[config.mk]
export PLATFORM = sky130hd
export DESIGN_NAME = sim_monitor
export DESIGN_NICKNAME = d
export VERILOG_FILES = /design/src/logic/sim_pkg.sv /design/src/logic/sim_monitor.sv /design/src/logic/sim_debounce.sv
export SDC_FILE = /design/constraint.sdc
export NUM_CORES = 1
export LEC_CHECK = 0
export BUFFER_PORTS_ARGS = -buffer_cell sky130_fd_sc_hd__buf_2
export CAP_MARGIN = 15
export CELL_PAD_IN_SITES_DETAIL_PLACEMENT = 1
export CELL_PAD_IN_SITES_GLOBAL_PLACEMENT = 1
export CORE_MARGIN = 2
export CORE_UTILIZATION = 37
export DETAILED_ROUTE_END_ITERATION = 10
export PLACE_DENSITY = 0.78
export SLEW_MARGIN = 15
export SYNTH_ARGS = -nofsm -noshare
export SYNTH_HDL_FRONTEND = slang
export SYNTH_SLANG_ARGS = --single-unit
[constraint.sdc]
create_clock -name pclk -period 2.7 [get_ports pclk]
set_input_delay 0.27 -clock pclk [delete_from_list [all_inputs] [get_ports pclk]]
set_output_delay 0.27 -clock pclk [all_outputs]
set_load 0.1 [all_outputs]
[src/logic/sim_pkg.sv]
// constants, register map and carrier types of the safety input monitor
//
// What this block does
// - e-stop output false while button pressed, true while released
// - e-stop takes one normally-closed channel or two normally-closed channels
// - with reset enabled each e-stop activation needs a reset; else output follows input
// - manual reset on a 0-to-1 edge; monitored reset on 0-to-1 then back to 0
// - reset signal comes from the channel right after the contact channels
// - test pulses go to the contacts and their return reveals line shorts
// - start-up test holds e-stop output false until one press and release after power-on
// - each contact input is debounced with a 3 to 250 ms filter
// - simultaneity check requires both channels to switch within a set millisecond window
// - error output, when enabled, reports any fault the monitor detects
// - gate output 0 while the gate is open, 1 while closed
// - gate takes two normally-closed contacts or one normally-open plus one normally-closed
// - with reset enabled each gate opening needs a reset; else output follows contacts
// - start-up test holds gate output false until the gate has been opened once
package sim_pkg;

	// clock and timing
	localparam int unsigned CLK_MHZ        = 25;
	localparam int unsigned TICK_US        = 1000;
	localparam int unsigned TICK_CYC       = TICK_US * CLK_MHZ;
	localparam int unsigned TEST_LOW_US    = 100;
	localparam int unsigned TEST_LOW_CYC   = TEST_LOW_US * CLK_MHZ;
	localparam int unsigned TEST_PERIOD_MS = 50;
	localparam logic [7:0]  FILTER_MIN_MS  = 8'h03;
	localparam logic [7:0]  FILTER_MAX_MS  = 8'hFA;

	// register byte offsets
	localparam logic [31:0] ADDR_ESTOP_CFG = 32'h0000_0000;
	localparam logic [31:0] ADDR_GATE_CFG  = 32'h0000_0004;
	localparam logic [31:0] ADDR_STATUS    = 32'h0000_0008;
	localparam logic [31:0] ADDR_IRQ_STAT  = 32'h0000_000C;
	localparam logic [31:0] ADDR_IRQ_MASK  = 32'h0000_0010;

	// reset values
	localparam logic [31:0] CFG_RESET      = 32'h0000_0A00;
	localparam logic [3:0]  MASK_RESET     = 4'h0;

	// event bit positions in the interrupt status and mask
	localparam int unsigned EV_ESTOP_DROP  = 0;
	localparam int unsigned EV_GATE_DROP   = 1;
	localparam int unsigned EV_ESTOP_FAULT = 2;
	localparam int unsigned EV_GATE_FAULT  = 3;

	// configuration word of one monitor, same layout for both
	typedef struct packed {
		logic [7:0] spare_hi;
		logic [7:0] simul_ms;
		logic [7:0] filter_ms;
		logic       spare_lo;
		logic       err_out_en;
		logic       simul_en;
		logic       startup_en;
		logic       test_en;
		logic       reset_monitored;
		logic       reset_en;
		logic       second_type;
	} sim_cfg_t;

	typedef enum logic [1:0] {
		ST_WAIT_TEST = 2'b00,
		ST_RUN       = 2'b01,
		ST_LOCKED    = 2'b11,
		ST_FAULT     = 2'b10
	} sim_mon_state_t;

	typedef enum logic [1:0] {
		TP_IDLE = 2'b00,
		TP_A    = 2'b01,
		TP_B    = 2'b11
	} sim_tp_t;

	typedef struct packed {
		sim_mon_state_t state;
		logic           seen_unsafe;
		logic           seen_safe;
		logic           arm;
		logic           rst_prev;
		logic [7:0]     disc_cnt;
		logic           ok;
		logic           fault;
	} sim_mon_t;

	typedef struct packed {
		logic [7:0] cnt;
		logic       level;
	} sim_deb_t;

	typedef struct packed {
		logic first_contact_channel;
		logic second_contact_channel;
		logic reset_channel;
	} sim_contact_t;

	typedef struct packed {
		logic        psel;
		logic        penable;
		logic        pwrite;
		logic [31:0] paddr;
		logic [31:0] pwdata;
	} sim_apb_req_t;

	typedef struct packed {
		logic        pready;
		logic        pslverr;
		logic [31:0] prdata;
	} sim_apb_rsp_t;

endpackage : sim_pkg

[src/logic/sim_monitor.sv]
// top of the safety input monitor: e-stop and gate monitors, test pulses, apb registers
module sim_monitor #(
	parameter int unsigned TICK_CYCLES = sim_pkg::TICK_CYC
) (
	input  wire logic                  pclk,
	input  wire logic                  presetn,
	input  wire sim_pkg::sim_apb_req_t apb_req,
	output sim_pkg::sim_apb_rsp_t      apb_rsp,
	input  wire sim_pkg::sim_contact_t estop_in,
	input  wire sim_pkg::sim_contact_t gate_in,
	output logic                       estop_ok,
	output logic                       gate_ok,
	output logic                       estop_fault,
	output logic                       gate_fault,
	output logic                       test_line_a,
	output logic                       test_line_b,
	output logic                       irq
);
	import sim_pkg::*;

	typedef struct packed {
		sim_cfg_t [1:0] cfg;
		logic [3:0]     mask;
		logic [3:0]     stat;
		sim_mon_t [1:0] mon;
		logic [1:0]     fault_out;
		logic [15:0]    tick_cnt;
		logic           tick;
		sim_tp_t        tp_phase;
		logic [7:0]     tp_ms;
		logic [11:0]    tp_cnt;
		logic           test_a;
		logic           test_b;
		logic           pready;
		logic           pslverr;
		logic [31:0]    prdata;
		logic           irq;
	} sim_state_t;

	sim_state_t   s_reg;
	sim_state_t   s_next;
	sim_contact_t [1:0] cin;
	logic [3:0]   raw_ch;
	logic [3:0]   filt_ch;

	// keep the filter setting inside its legal range
	function automatic logic [7:0] clamp_filter(input logic [7:0] v);
		logic [7:0] r;
		r = v;
		if (v < FILTER_MIN_MS) begin
			r = FILTER_MIN_MS;
		end else if (v > FILTER_MAX_MS) begin
			r = FILTER_MAX_MS;
		end
		return r;
	endfunction : clamp_filter

	// second channel as a "safe" level: single e-stop mirrors the first, mixed gate is inverted
	function automatic logic norm_second(input logic is_gate, input logic second_type,
			input logic f1, input logic f2);
		logic b;
		b = f2;
		if (!is_gate && !second_type) begin
			b = f1;
		end else if (is_gate && second_type) begin
			b = !f2;
		end
		return b;
	endfunction : norm_second

	// one step of a monitor: reset acceptance, simultaneity, start-up test and lockout
	function automatic sim_mon_t mon_step(input sim_mon_t m, input sim_cfg_t c, input logic a,
			input logic b, input logic rst_in, input logic short_hit, input logic tick);
		sim_mon_t n;
		logic     safe;
		logic     rise;
		logic     rst_ok;
		logic     sim_err;
		n          = m;
		safe       = a & b;
		rise       = rst_in && !m.rst_prev;
		n.rst_prev = rst_in;
		if (rise) begin
			n.arm = 1'b1;
		end
		// manual takes the rising edge, monitored the fall after a rise
		if (c.reset_monitored) begin
			rst_ok = m.arm && m.rst_prev && !rst_in;
		end else begin
			rst_ok = rise;
		end
		if (rst_ok) begin
			n.arm = 1'b0;
		end
		// count the ticks the two channels disagree
		if (a == b) begin
			n.disc_cnt = 8'h00;
		end else if (tick && m.disc_cnt != 8'hFF) begin
			n.disc_cnt = m.disc_cnt + 8'h01;
		end
		sim_err = c.simul_en && (a != b) && (m.disc_cnt > c.simul_ms);
		case (m.state)
			// stay here until the filtered contacts first read safe: this gives software time to
			// load the start-up option, and the power-on open level does not count as the test
			ST_WAIT_TEST: begin
				if (safe) begin
					n.seen_safe = 1'b1;
				end
				if (!c.startup_en) begin
					if (safe) begin
						n.state = c.reset_en ? ST_LOCKED : ST_RUN;
					end
				end else if (!safe && m.seen_safe) begin
					n.seen_unsafe = 1'b1;
				end else if (safe && m.seen_unsafe) begin
					n.state = ST_RUN;
				end
			end
			ST_RUN: begin
				if (!safe && c.reset_en) begin
					n.state = ST_LOCKED;
				end
			end
			ST_LOCKED: begin
				if (!c.reset_en) begin
					n.state = ST_RUN;
				end else if (safe && rst_ok) begin
					n.state = ST_RUN;
				end
			end
			default: begin
				if (c.reset_en && rst_ok) begin
					n.state = safe ? ST_RUN : ST_LOCKED;
				end
			end
		endcase
		if (m.state != ST_FAULT && (sim_err || short_hit)) begin
			n.state = ST_FAULT;
		end
		n.ok    = (n.state == ST_RUN) && safe;
		n.fault = (n.state == ST_FAULT);
		return n;
	endfunction : mon_step

	// contact lines in one array: estop first, gate second
	assign cin    = {gate_in, estop_in};
	assign raw_ch = {gate_in.second_contact_channel, gate_in.first_contact_channel,
		estop_in.second_contact_channel, estop_in.first_contact_channel};

	// one debounce filter per contact line
	for (genvar gi = 0; gi < 4; gi++) begin : g_deb
		sim_debounce u_deb (
			.pclk      (pclk),
			.presetn   (presetn),
			.tick      (s_reg.tick),
			.din       (raw_ch[gi]),
			.filter_ms (clamp_filter(s_reg.cfg[gi / 2].filter_ms)),
			.dout      (filt_ch[gi])
		);
	end

	// next state of the whole block
	always_comb begin
		logic       any_test;
		logic       last_low;
		logic [1:0] short_hit;
		logic       done;
		logic       rc;
		logic [3:0] ev;
		logic       hit;
		logic [31:0] rd;
		s_next    = s_reg;
		any_test  = 1'b0;
		last_low  = 1'b0;
		done      = 1'b0;
		rc        = 1'b0;
		short_hit = 2'b00;
		ev        = 4'h0;
		hit       = 1'b0;
		rd        = 32'h0000_0000;

		// millisecond tick
		s_next.tick = 1'b0;
		if (s_reg.tick_cnt == 16'(TICK_CYCLES - 1)) begin
			s_next.tick_cnt = 16'h0000;
			s_next.tick     = 1'b1;
		end else begin
			s_next.tick_cnt = s_reg.tick_cnt + 16'h0001;
		end

		// test pulses: line a low, then line b low, once each period
		any_test = s_reg.cfg[0].test_en | s_reg.cfg[1].test_en;
		last_low = (s_reg.tp_cnt == 12'(TEST_LOW_CYC - 1));
		case (s_reg.tp_phase)
			TP_IDLE: begin
				if (s_reg.tick) begin
					if (s_reg.tp_ms == 8'(TEST_PERIOD_MS - 1)) begin
						s_next.tp_ms = 8'h00;
						if (any_test) begin
							s_next.tp_phase = TP_A;
							s_next.tp_cnt   = 12'h000;
						end
					end else begin
						s_next.tp_ms = s_reg.tp_ms + 8'h01;
					end
				end
			end
			TP_A: begin
				s_next.tp_cnt = s_reg.tp_cnt + 12'h001;
				if (last_low) begin
					// a first channel still high while its feed is low is shorted elsewhere
					for (int i = 0; i < 2; i++) begin
						short_hit[i] = s_reg.cfg[i].test_en & cin[i].first_contact_channel;
					end
					s_next.tp_phase = TP_B;
					s_next.tp_cnt   = 12'h000;
				end
			end
			default: begin
				s_next.tp_cnt = s_reg.tp_cnt + 12'h001;
				if (last_low) begin
					for (int i = 0; i < 2; i++) begin
						short_hit[i] = s_reg.cfg[i].test_en & cin[i].second_contact_channel;
					end
					s_next.tp_phase = TP_IDLE;
				end
			end
		endcase
		s_next.test_a = (s_next.tp_phase != TP_A);
		s_next.test_b = (s_next.tp_phase != TP_B);

		// both monitors; the reset channel follows the two contact channels
		for (int i = 0; i < 2; i++) begin
			s_next.mon[i] = mon_step(s_reg.mon[i], s_reg.cfg[i], filt_ch[2 * i],
				norm_second(i == 1, s_reg.cfg[i].second_type, filt_ch[2 * i], filt_ch[2 * i + 1]),
				cin[i].reset_channel, short_hit[i], s_reg.tick);
			s_next.fault_out[i] = s_next.mon[i].fault & s_reg.cfg[i].err_out_en;
		end
		ev[EV_ESTOP_DROP]  = s_reg.mon[0].ok & !s_next.mon[0].ok;
		ev[EV_GATE_DROP]   = s_reg.mon[1].ok & !s_next.mon[1].ok;
		ev[EV_ESTOP_FAULT] = !s_reg.mon[0].fault & s_next.mon[0].fault;
		ev[EV_GATE_FAULT]  = !s_reg.mon[1].fault & s_next.mon[1].fault;

		// read data for the access phase
		if (apb_req.paddr == ADDR_ESTOP_CFG) begin
			hit = 1'b1;
			rd  = s_reg.cfg[0];
		end else if (apb_req.paddr == ADDR_GATE_CFG) begin
			hit = 1'b1;
			rd  = s_reg.cfg[1];
		end else if (apb_req.paddr == ADDR_STATUS) begin
			hit = 1'b1;
			rd  = {24'h00_0000, s_reg.mon[1].state, s_reg.mon[0].state,
				s_reg.mon[1].fault, s_reg.mon[0].fault, s_reg.mon[1].ok, s_reg.mon[0].ok};
		end else if (apb_req.paddr == ADDR_IRQ_STAT) begin
			hit = 1'b1;
			rd  = {28'h000_0000, s_reg.stat};
		end else if (apb_req.paddr == ADDR_IRQ_MASK) begin
			hit = 1'b1;
			rd  = {28'h000_0000, s_reg.mask};
		end

		// one wait state, then the transfer completes
		s_next.pready  = 1'b0;
		s_next.pslverr = 1'b0;
		if (apb_req.psel && apb_req.penable && !s_reg.pready) begin
			s_next.pready  = 1'b1;
			s_next.pslverr = !hit;
			s_next.prdata  = apb_req.pwrite ? 32'h0000_0000 : rd;
		end
		done = apb_req.psel && apb_req.penable && s_reg.pready;
		rc   = done && !apb_req.pwrite && !s_reg.pslverr && (apb_req.paddr == ADDR_IRQ_STAT);
		if (done && apb_req.pwrite) begin
			if (apb_req.paddr == ADDR_ESTOP_CFG) begin
				s_next.cfg[0] = {8'h00, apb_req.pwdata[23:8], 1'b0, apb_req.pwdata[6:0]};
			end else if (apb_req.paddr == ADDR_GATE_CFG) begin
				s_next.cfg[1] = {8'h00, apb_req.pwdata[23:8], 1'b0, apb_req.pwdata[6:0]};
			end else if (apb_req.paddr == ADDR_IRQ_MASK) begin
				s_next.mask = apb_req.pwdata[3:0];
			end
		end

		// sticky events; a read clears only the bits it returned, new events win
		s_next.stat = (s_reg.stat & ~(rc ? s_reg.prdata[3:0] : 4'h0)) | ev;
		s_next.irq  = |(s_next.stat & s_next.mask);
	end

	// single state register of the block
	always_ff @(posedge pclk or negedge presetn) begin
		if (!presetn) begin
			s_reg          <= '0;
			s_reg.cfg[0]   <= CFG_RESET;
			s_reg.cfg[1]   <= CFG_RESET;
			s_reg.mask     <= MASK_RESET;
			s_reg.tp_phase <= TP_IDLE;
			s_reg.test_a   <= 1'b1;
			s_reg.test_b   <= 1'b1;
		end else begin
			s_reg <= s_next;
		end
	end

	// outputs straight from the state register
	assign apb_rsp     = {s_reg.pready, s_reg.pslverr, s_reg.prdata};
	assign estop_ok    = s_reg.mon[0].ok;
	assign gate_ok     = s_reg.mon[1].ok;
	assign estop_fault = s_reg.fault_out[0];
	assign gate_fault  = s_reg.fault_out[1];
	assign test_line_a = s_reg.test_a;
	assign test_line_b = s_reg.test_b;
	assign irq         = s_reg.irq;

endmodule : sim_monitor

[src/logic/sim_debounce.sv]
// debounce filter for one contact line, counted in millisecond ticks
module sim_debounce (
	input  wire logic       pclk,
	input  wire logic       presetn,
	input  wire logic       tick,
	input  wire logic       din,
	input  wire logic [7:0] filter_ms,
	output logic            dout
);
	import sim_pkg::*;

	sim_deb_t deb_reg;
	sim_deb_t deb_next;

	// restart the count on any return to the held level; the first tick only starts the count,
	// so a new level is taken after at least filter_ms whole ticks and never a tick early
	always_comb begin
		deb_next = deb_reg;
		if (din == deb_reg.level) begin
			deb_next.cnt = 8'h00;
		end else if (tick) begin
			if (deb_reg.cnt >= filter_ms) begin
				deb_next.level = din;
				deb_next.cnt   = 8'h00;
			end else begin
				deb_next.cnt = deb_reg.cnt + 8'h01;
			end
		end
	end

	// state register, contacts taken as open at reset
	always_ff @(posedge pclk or negedge presetn) begin
		if (!presetn) begin
			deb_reg <= '0;
		end else begin
			deb_reg <= deb_next;
		end
	end

	assign dout = deb_reg.level;

endmodule : sim_debounce

==> results of run 1 <==
cell usage after synthesis, types with 6 or more instances:
| master | count | area share (%) |
|---|---|---|
| nand2_1 | 84 | 3.0 |
| a21oi_1 | 41 | 1.9 |
| dfrtp_1 | 186 | 44 |
| ha_1 | 60 | 7.1 |
| nor2b_1 | 15 | 0.89 |
| nor4_1 | 7 | 0.42 |
| mux2i_1 | 6 | 0.57 |
| and2_1 | 17 | 1.0 |
| nand4_1 | 13 | 0.77 |
| xor2_1 | 13 | 1.1 |
| and4_1 | 6 | 0.50 |
| xnor2_1 | 23 | 1.9 |
| buf_4 | 34 | 2.4 |
| clkbuf_1 | 13 | 0.46 |
| inv_1 | 55 | 2.0 |
| a22o_1 | 21 | 1.7 |
| mux2_4 | 20 | 2.8 |
| and3_1 | 25 | 1.5 |
| mux2_2 | 39 | 4.2 |
| buf_2 | 6 | 0.28 |
| nor2_1 | 38 | 1.4 |
| nand3_1 | 37 | 1.8 |
| a21o_1 | 12 | 0.85 |
| a31oi_1 | 27 | 1.6 |
| a22oi_1 | 8 | 0.57 |
| nand2b_1 | 30 | 1.8 |
| o22ai_1 | 14 | 0.83 |
| o31ai_1 | 6 | 0.43 |
| o21ai_0 | 59 | 2.8 |
| dfstp_2 | 6 | 1.5 |
kinds of logic (layout without fill, tap and decap cells):
family	count (synthesis)	in the layout	share of synthesized area [%]
adders and majority gates	60	60	7.12
DFF	192	192	45.6
buffers and inverters	113	230	5.83
AOI/OAI and AO/OA	233	233	14.3
other	1	10	0.0356
muxes	65	65	7.58
and+or+nand+nor	313	313	16.5
xor gates and xnor gates	36	36	2.99
metal layers:
metal	wire length [µm]	vias to the layer above	track usage (%)
li1	-	3839	-
met2	14000	171	32.9
met4	668	0	6.53
met1	12900	4241	24.9
met5	0	-	0
met3	1090	47	3.06
placed cells by master, fill, tap and decap left out, drive strengths merged, types with 4 or more instances in the layout:
master / n
nand3b: 5
mux2: 59
o221ai: 4
o31ai: 6
a21boi: 5
o22ai: 14
dfrtp: 186
and3: 25
dfstp: 6
a2bb2oi: 4
mux2i: 6
and4: 6
a31oi: 27
nor2: 41
clkbuf: 19
nor4: 9
a22o: 21
a22oi: 8
or2: 4
a2111oi: 4
ha: 60
nand4: 13
nand2b: 30
nor3: 6
nor3b: 5
nand2: 85
a21oi: 41
nor2b: 15
conb: 8
a41oi: 5
buf: 139
nand3: 37
xor2: 13
xnor2: 23
o21ai: 63
a21o: 12
and2: 17
or3: 4
inv: 63
power by group through the flow:
stage | combinational [mW] | clock (mW) | sequential [mW]
floorplan | 0.143 | 0 | 2.95
global placement | 0.312 | 0 | 2.95
detailed placement | 0.318 | 0 | 2.95
CTS | 0.325 | 2.60 | 2.89
global route | 0.348 | 2.70 | 2.89
finish | 0.321 | 2.54 | 2.89
final cells by class:
| type | count | share of cell area [%] |
|---|---|---|
| multi-input combinational | 715 | 42.9 |
| sequential | 192 | 39.3 |
| timing repair buffer | 143 | 7.36 |
| tap | 378 | 3.87 |
| clock buffer | 18 | 3.59 |
| inverter | 55 | 1.69 |
| clock inverter | 14 | 1.19 |
| antenna | 2 | 0.0409 |
worst max-delay path: stages, from the launching register on:
cell      delay, ns
dfstp_2        0.56
inv_2          0.05
nor3_4         0.11
nand3_2        0.13
nand2_2        0.10
o21ai_2        0.07
ha_1           0.27
nand2b_1       0.14
a21o_1         0.19
a21oi_2        0.18
o21ai_2        0.09
a21oi_2        0.19
buf_2          0.20
a21oi_1        0.08
a31oi_1        0.14
how the worst max path moves through the flow:
stage	startpoint	to	slack, ns	depth (start not counted)
after floorplan	s_reg[161]	g_deb[2].u_deb.deb_reg[7]	0.13	14
after global placement	s_reg[161]	g_deb[2].u_deb.deb_reg[7]	0.05	14
after detailed placement	s_reg[161]	g_deb[3].u_deb.deb_reg[7]	0.002	14
after CTS	s_reg[133]	g_deb[0].u_deb.deb_reg[7]	0.04	13
after global routing	s_reg[161]	g_deb[3].u_deb.deb_reg[7]	-0.03	14
final	s_reg[161]	g_deb[3].u_deb.deb_reg[5]	0.13	14
through the flow:
stage | utilization, % | instance area, µm²
finish | 43.8 | 12200
global route | 43.8 | 12200
CTS | 43.3 | 12100
detailed placement | 41.0 | 11500
global placement | 41.0 | 11500
floorplan | - | 10600
what timing repair did:
item	CTS	global route
setup endpoints to repair	10	24
cloned	1	2
endpoints found under the hold margin	77	0
hold buffers	3	0
resized for setup	8	31
pin swaps	5	21
setup buffers	1	2
==> metrics, run 1 <==
Layout Nets=1259; Iteration-0 DRC Markers=384; first-pass GRT wire length=46.8 mm; Worst Hold Class=in -> reg; Unique masters post-synth=71; clock buffer depth=2; detailed-route via count=8298; origin of the critical flop-to-flop path=s_reg[161]; critical path endpoint category=flop; IO Port Bufs=98; Cells after Synth=1013; worst slew pin tran=0.682 ns; total power=5.75 mW; Reg2Reg Depth=14; row cnt=61; post-DP HPWL=20.6 mm; slew margin rel.=54.5%; ANT nets after route=0; Internal Power=4.30 mW; largest net degree at the start of global routing=79; Hold Path Origin=apb_req[15]; CTS tree=yes; DIE AREA=29900 µm²; async set-or-reset flop fraction in the synthesized netlist=100%; die height=173 µm; startpoint types=flop; drt first pass iters=4; Leak=5.73 nW; Setup WS pre-CTS=0.00245 ns; number of synthesized register bits=192; total CTS buffers=17; register share of total power=50.3%; P_sw=1.45 mW; Worst R2R End=g_deb[3].u_deb.deb_reg[5]; Fin Hold WS=0.0839 ns; # placed instances=1474; register area share after synthesis=45.6%; drc violations=0; Max Freq=0.389 GHz; core region area=27900 µm²; Clk pin slew, worst setup/hold paths=0.08 ns; initial antenna violation count=2; Worst Hold Path Cells=2; Combinational Power Share=5.6%; Via density=5.47; peak supply drop=0.403 mV; WS Path Type=reg -> reg; worst-path maximum fanout=6; wire per inst=18.9 µm; Slew Viols, Final=0; Yosys warning count=0; Initial Utilization=37.8%; Sink Count=192; Reg area=4810 µm²; Area Overhead vs Synth=16.0%; root buf cell=clkbuf_16; Req. time, crit path=3.06 ns; switching share of total power=25.2%; DIE WIDTH=173 µm; number of global-route vias before repair=8761; max reg flops=123; Final setup viols=0; final period utilization=95.2%; mapped cell area=10500 µm²; global route overflow=0; Post-Layout Cell Count=1517; gpl congestion=0.827; WL final=28.7 mm; status=complete, no violations; EDFF count, synth=0; multi-input logic area=5250 µm²; Tot GR Track Use=19.3%; sum of negative setup slack=0 ns; Final min period=2.57 ns; H-tree depth=4; unrepaired setup endpoints after global routing=true; fin worst setup slack=0.129 ns; clk_lat worst skew=0.43 ns; max-cap viol count=0; Synth Flop Type=dfrtp_1; Critical Path AT=2.93 ns; reg2reg setup slack=0.13 ns; num ports=116; Clock power frac=44.1%; Mapped Avg Cell Area=10.4 µm²; # fillers=3186; hold path endpoint=s_reg[165]; layout cells sized above 1=24.3%; PD cells=470 nW/µm²; Layout Skew=0.00970 ns; final hold viol count=0
(Power assumes the default switching activity.)
==> run 2, diff against run 1 <==
- PLACE_DENSITY: 0.78 -> unset
- PLACE_DENSITY_LB_ADDON: unset -> 0.1
==> run 2 against run 1 <==
Clock skew is essentially flat. Total power decreased by 0.54%. Register-to-register slack gained 0.04 ns. Final cell count is 1.2% higher. Count of clock-buffer cells in the layout unchanged. Sequential power hardly changed. First-iteration DRC count is 3.9% lower. Clock power about the same. Sequential cell count unchanged. Sequential share of layout area decreased by 0.58 points. Fmax up 1.4%. Utilization rose by 0.65 points. Critical endpoint is now g_deb[0].u_deb.deb_reg[7].
==> metrics, run 2 (same netlist as run 1, synthesis figures left out) <==
root buf cell=clkbuf_16; row cnt=61 (unchanged); Final Cell Area=12400 µm² (+1.5%); gpl congestion=0.742 (-10%); DP Area=11600 µm² (+1.2%); Area Overhead vs Synth=17.7%; max-cap viol count=0 (unchanged); Layout Skew=0.00924 ns (-0.000465 ns); clock buffer depth=2 (unchanged); Initial Utilization=37.8% (unchanged); Slew Viols, Final=0 (unchanged); worst setup path startpoint=s_reg[127]; status=complete, no violations; largest net degree at the start of global routing=59 (-25%); layout cells sized above 1=25.6% (+1.3 points); # fillers=3157 (-0.91%); met3 usage=3.69% (+0.64 points); Leak=5.81 nW (+1.3%); startpoint types=flop; ANT nets after route=0 (unchanged); Hold Path Origin=apb_req[6]; wire per inst=18.1 µm (-4.0%); die height=173 µm (unchanged); detailed-route via count=8074 (-2.7%); DIE AREA=29900 µm² (unchanged); commonest cells after routing, fill and taps aside=dfrtp_1 (186), buf_2 (98), nand2_1 (83); final hold viol count=0 (unchanged); first-pass GRT wire length=45.7 mm (-2.4%); WS Path Type=reg -> reg; WL final=27.9 mm (-2.9%); layer with the highest usage=met2; worst slew pin tran=0.586 ns (-0.0954 ns); origin of the critical flop-to-flop path=s_reg[127]; Final min period=2.54 ns (-0.0350 ns); Worst Hold Class=in -> reg; Final setup viols=0 (unchanged); max reg flops=123 (unchanged); met2 Usage GRT=32.0% (-0.93 points); initial antenna violation count=4 (+2); Layout Nets=1278 (+1.5%); CTS tree=yes; Req. time, crit path=3.06 ns (about the same); final period utilization=93.9% (-1.3 points); PD cells=461 nW/µm² (-2.0%); DIE WIDTH=173 µm (unchanged); worst-path maximum fanout=6 (unchanged); clk_lat worst skew=0.44 ns (about the same); Sink Count=192 (unchanged); total power=5.72 mW (-0.54%); met1 Usage GRT=25.8% (+0.87 points); Tot GR Track Use=19.1% (-0.14 points); fin worst setup slack=0.164 ns (+0.0350 ns); reg2reg setup slack=0.16 ns (+0.04 ns); peak supply drop=0.351 mV (-13%); global route overflow=0 (unchanged); commonest non-fill, non-tap cell in the layout=dfrtp_1; slew margin rel.=59.9% (+5.3 points); total CTS buffers=17 (unchanged); core region area=27900 µm² (unchanged); Critical Path AT=2.90 ns (-0.03 ns); H-tree depth=4 (unchanged); Clk pin slew, worst setup/hold paths=0.08 ns (about the same); critical path endpoint category=flop; IO Port Bufs=98 (unchanged); drc violations=0 (unchanged); drt first pass iters=4 (unchanged); Setup WS pre-CTS=-0.0290 ns (-0.0315 ns); number of global-route vias before repair=8434 (-3.7%); num ports=116 (unchanged); unrepaired setup endpoints after global routing=true; Iteration-0 DRC Markers=369 (-3.9%); post-DP HPWL=20.5 mm (-0.30%); Via density=5.26 (-3.8%); Max Freq=0.394 GHz (+1.4%)
## run 2: power breakdown
part	total, mW	switching (mW)	leakage [nW]	internal [mW]
Clock	2.51	1.25	0.278	1.26
Sequential	2.89	0.00923	2.60	2.88
Combinational	0.319	0.234	2.93	0.0855
Total	5.72	1.50	5.81	4.23
## run 2: path summary, 6_finish.rpt
path | end | cells after the start
worst min-delay path | s_reg[156] | 2
worst min register to register | s_reg[60] | 1
worst max register to register | g_deb[0].u_deb.deb_reg[7] | 12
worst max-delay path | g_deb[0].u_deb.deb_reg[7] | 12
max in group asynchronous | s_reg[103] | 3
min in group asynchronous | g_deb[3].u_deb.deb_reg[5] | 2
## run 2: cell type report
class | count | area (µm²) | area share (%)
antenna | 1 | 2.50 | 0.0202
multi-input combinational | 715 | 5270 | 42.5
clock inverter | 14 | 146 | 1.18
clock buffer | 18 | 439 | 3.54
inverter | 55 | 206 | 1.66
tap | 378 | 473 | 3.81
sequential | 192 | 4810 | 38.8
timing repair buffer | 162 | 1060 | 8.56
## run 2: per-stage QoR
step | TNS, ns | hold slack [ns] | utilization, % | cells
floorplan | 0 | -0.0256 | - | 1020
global placement | 0 | 0.288 | 41.5 | 1491
detailed placement | -0.0797 | 0.293 | 41.5 | 1491
CTS | 0 | 0.0468 | 43.8 | 1528
global route | -0.0963 | 0.0642 | 44.4 | 1534
finish | 0 | 0.0684 | 44.4 | 1535
## run 2: repair_timing
item / in CTS / in global routing
pin swaps: 6 / 22
resized for setup: 4 / 40
cloned: 1 / 3
setup buffers: 1 / 4
endpoints found under the hold margin: 53 / 0
setup endpoints to repair: 4 / 34
hold buffers: 3 / 0
## run 2: worst max-delay path, stage by stage, from the launching register on
cell and delay (ns):
dfstp_2 0.56, a21o_1 0.14, nand4_1 0.13, a21o_1 0.21, ha_1 0.27, nand2b_4 0.13, a21o_1 0.18, a21oi_2 0.13
o21ai_2 0.08, a21oi_2 0.20, buf_6 0.15, a41oi_1 0.11, a31oi_1 0.16
## run 2: routing by layer
layer / share of wire [%] / routed length [µm] / vias up
li1: - / - / 3887
met1: 48 / 13300 / 4033
met2: 48 / 13300 / 126
met3: 3.4 / 954 / 22
met4: 0.98 / 274 / 6
met5: 0.14 / 40 / -
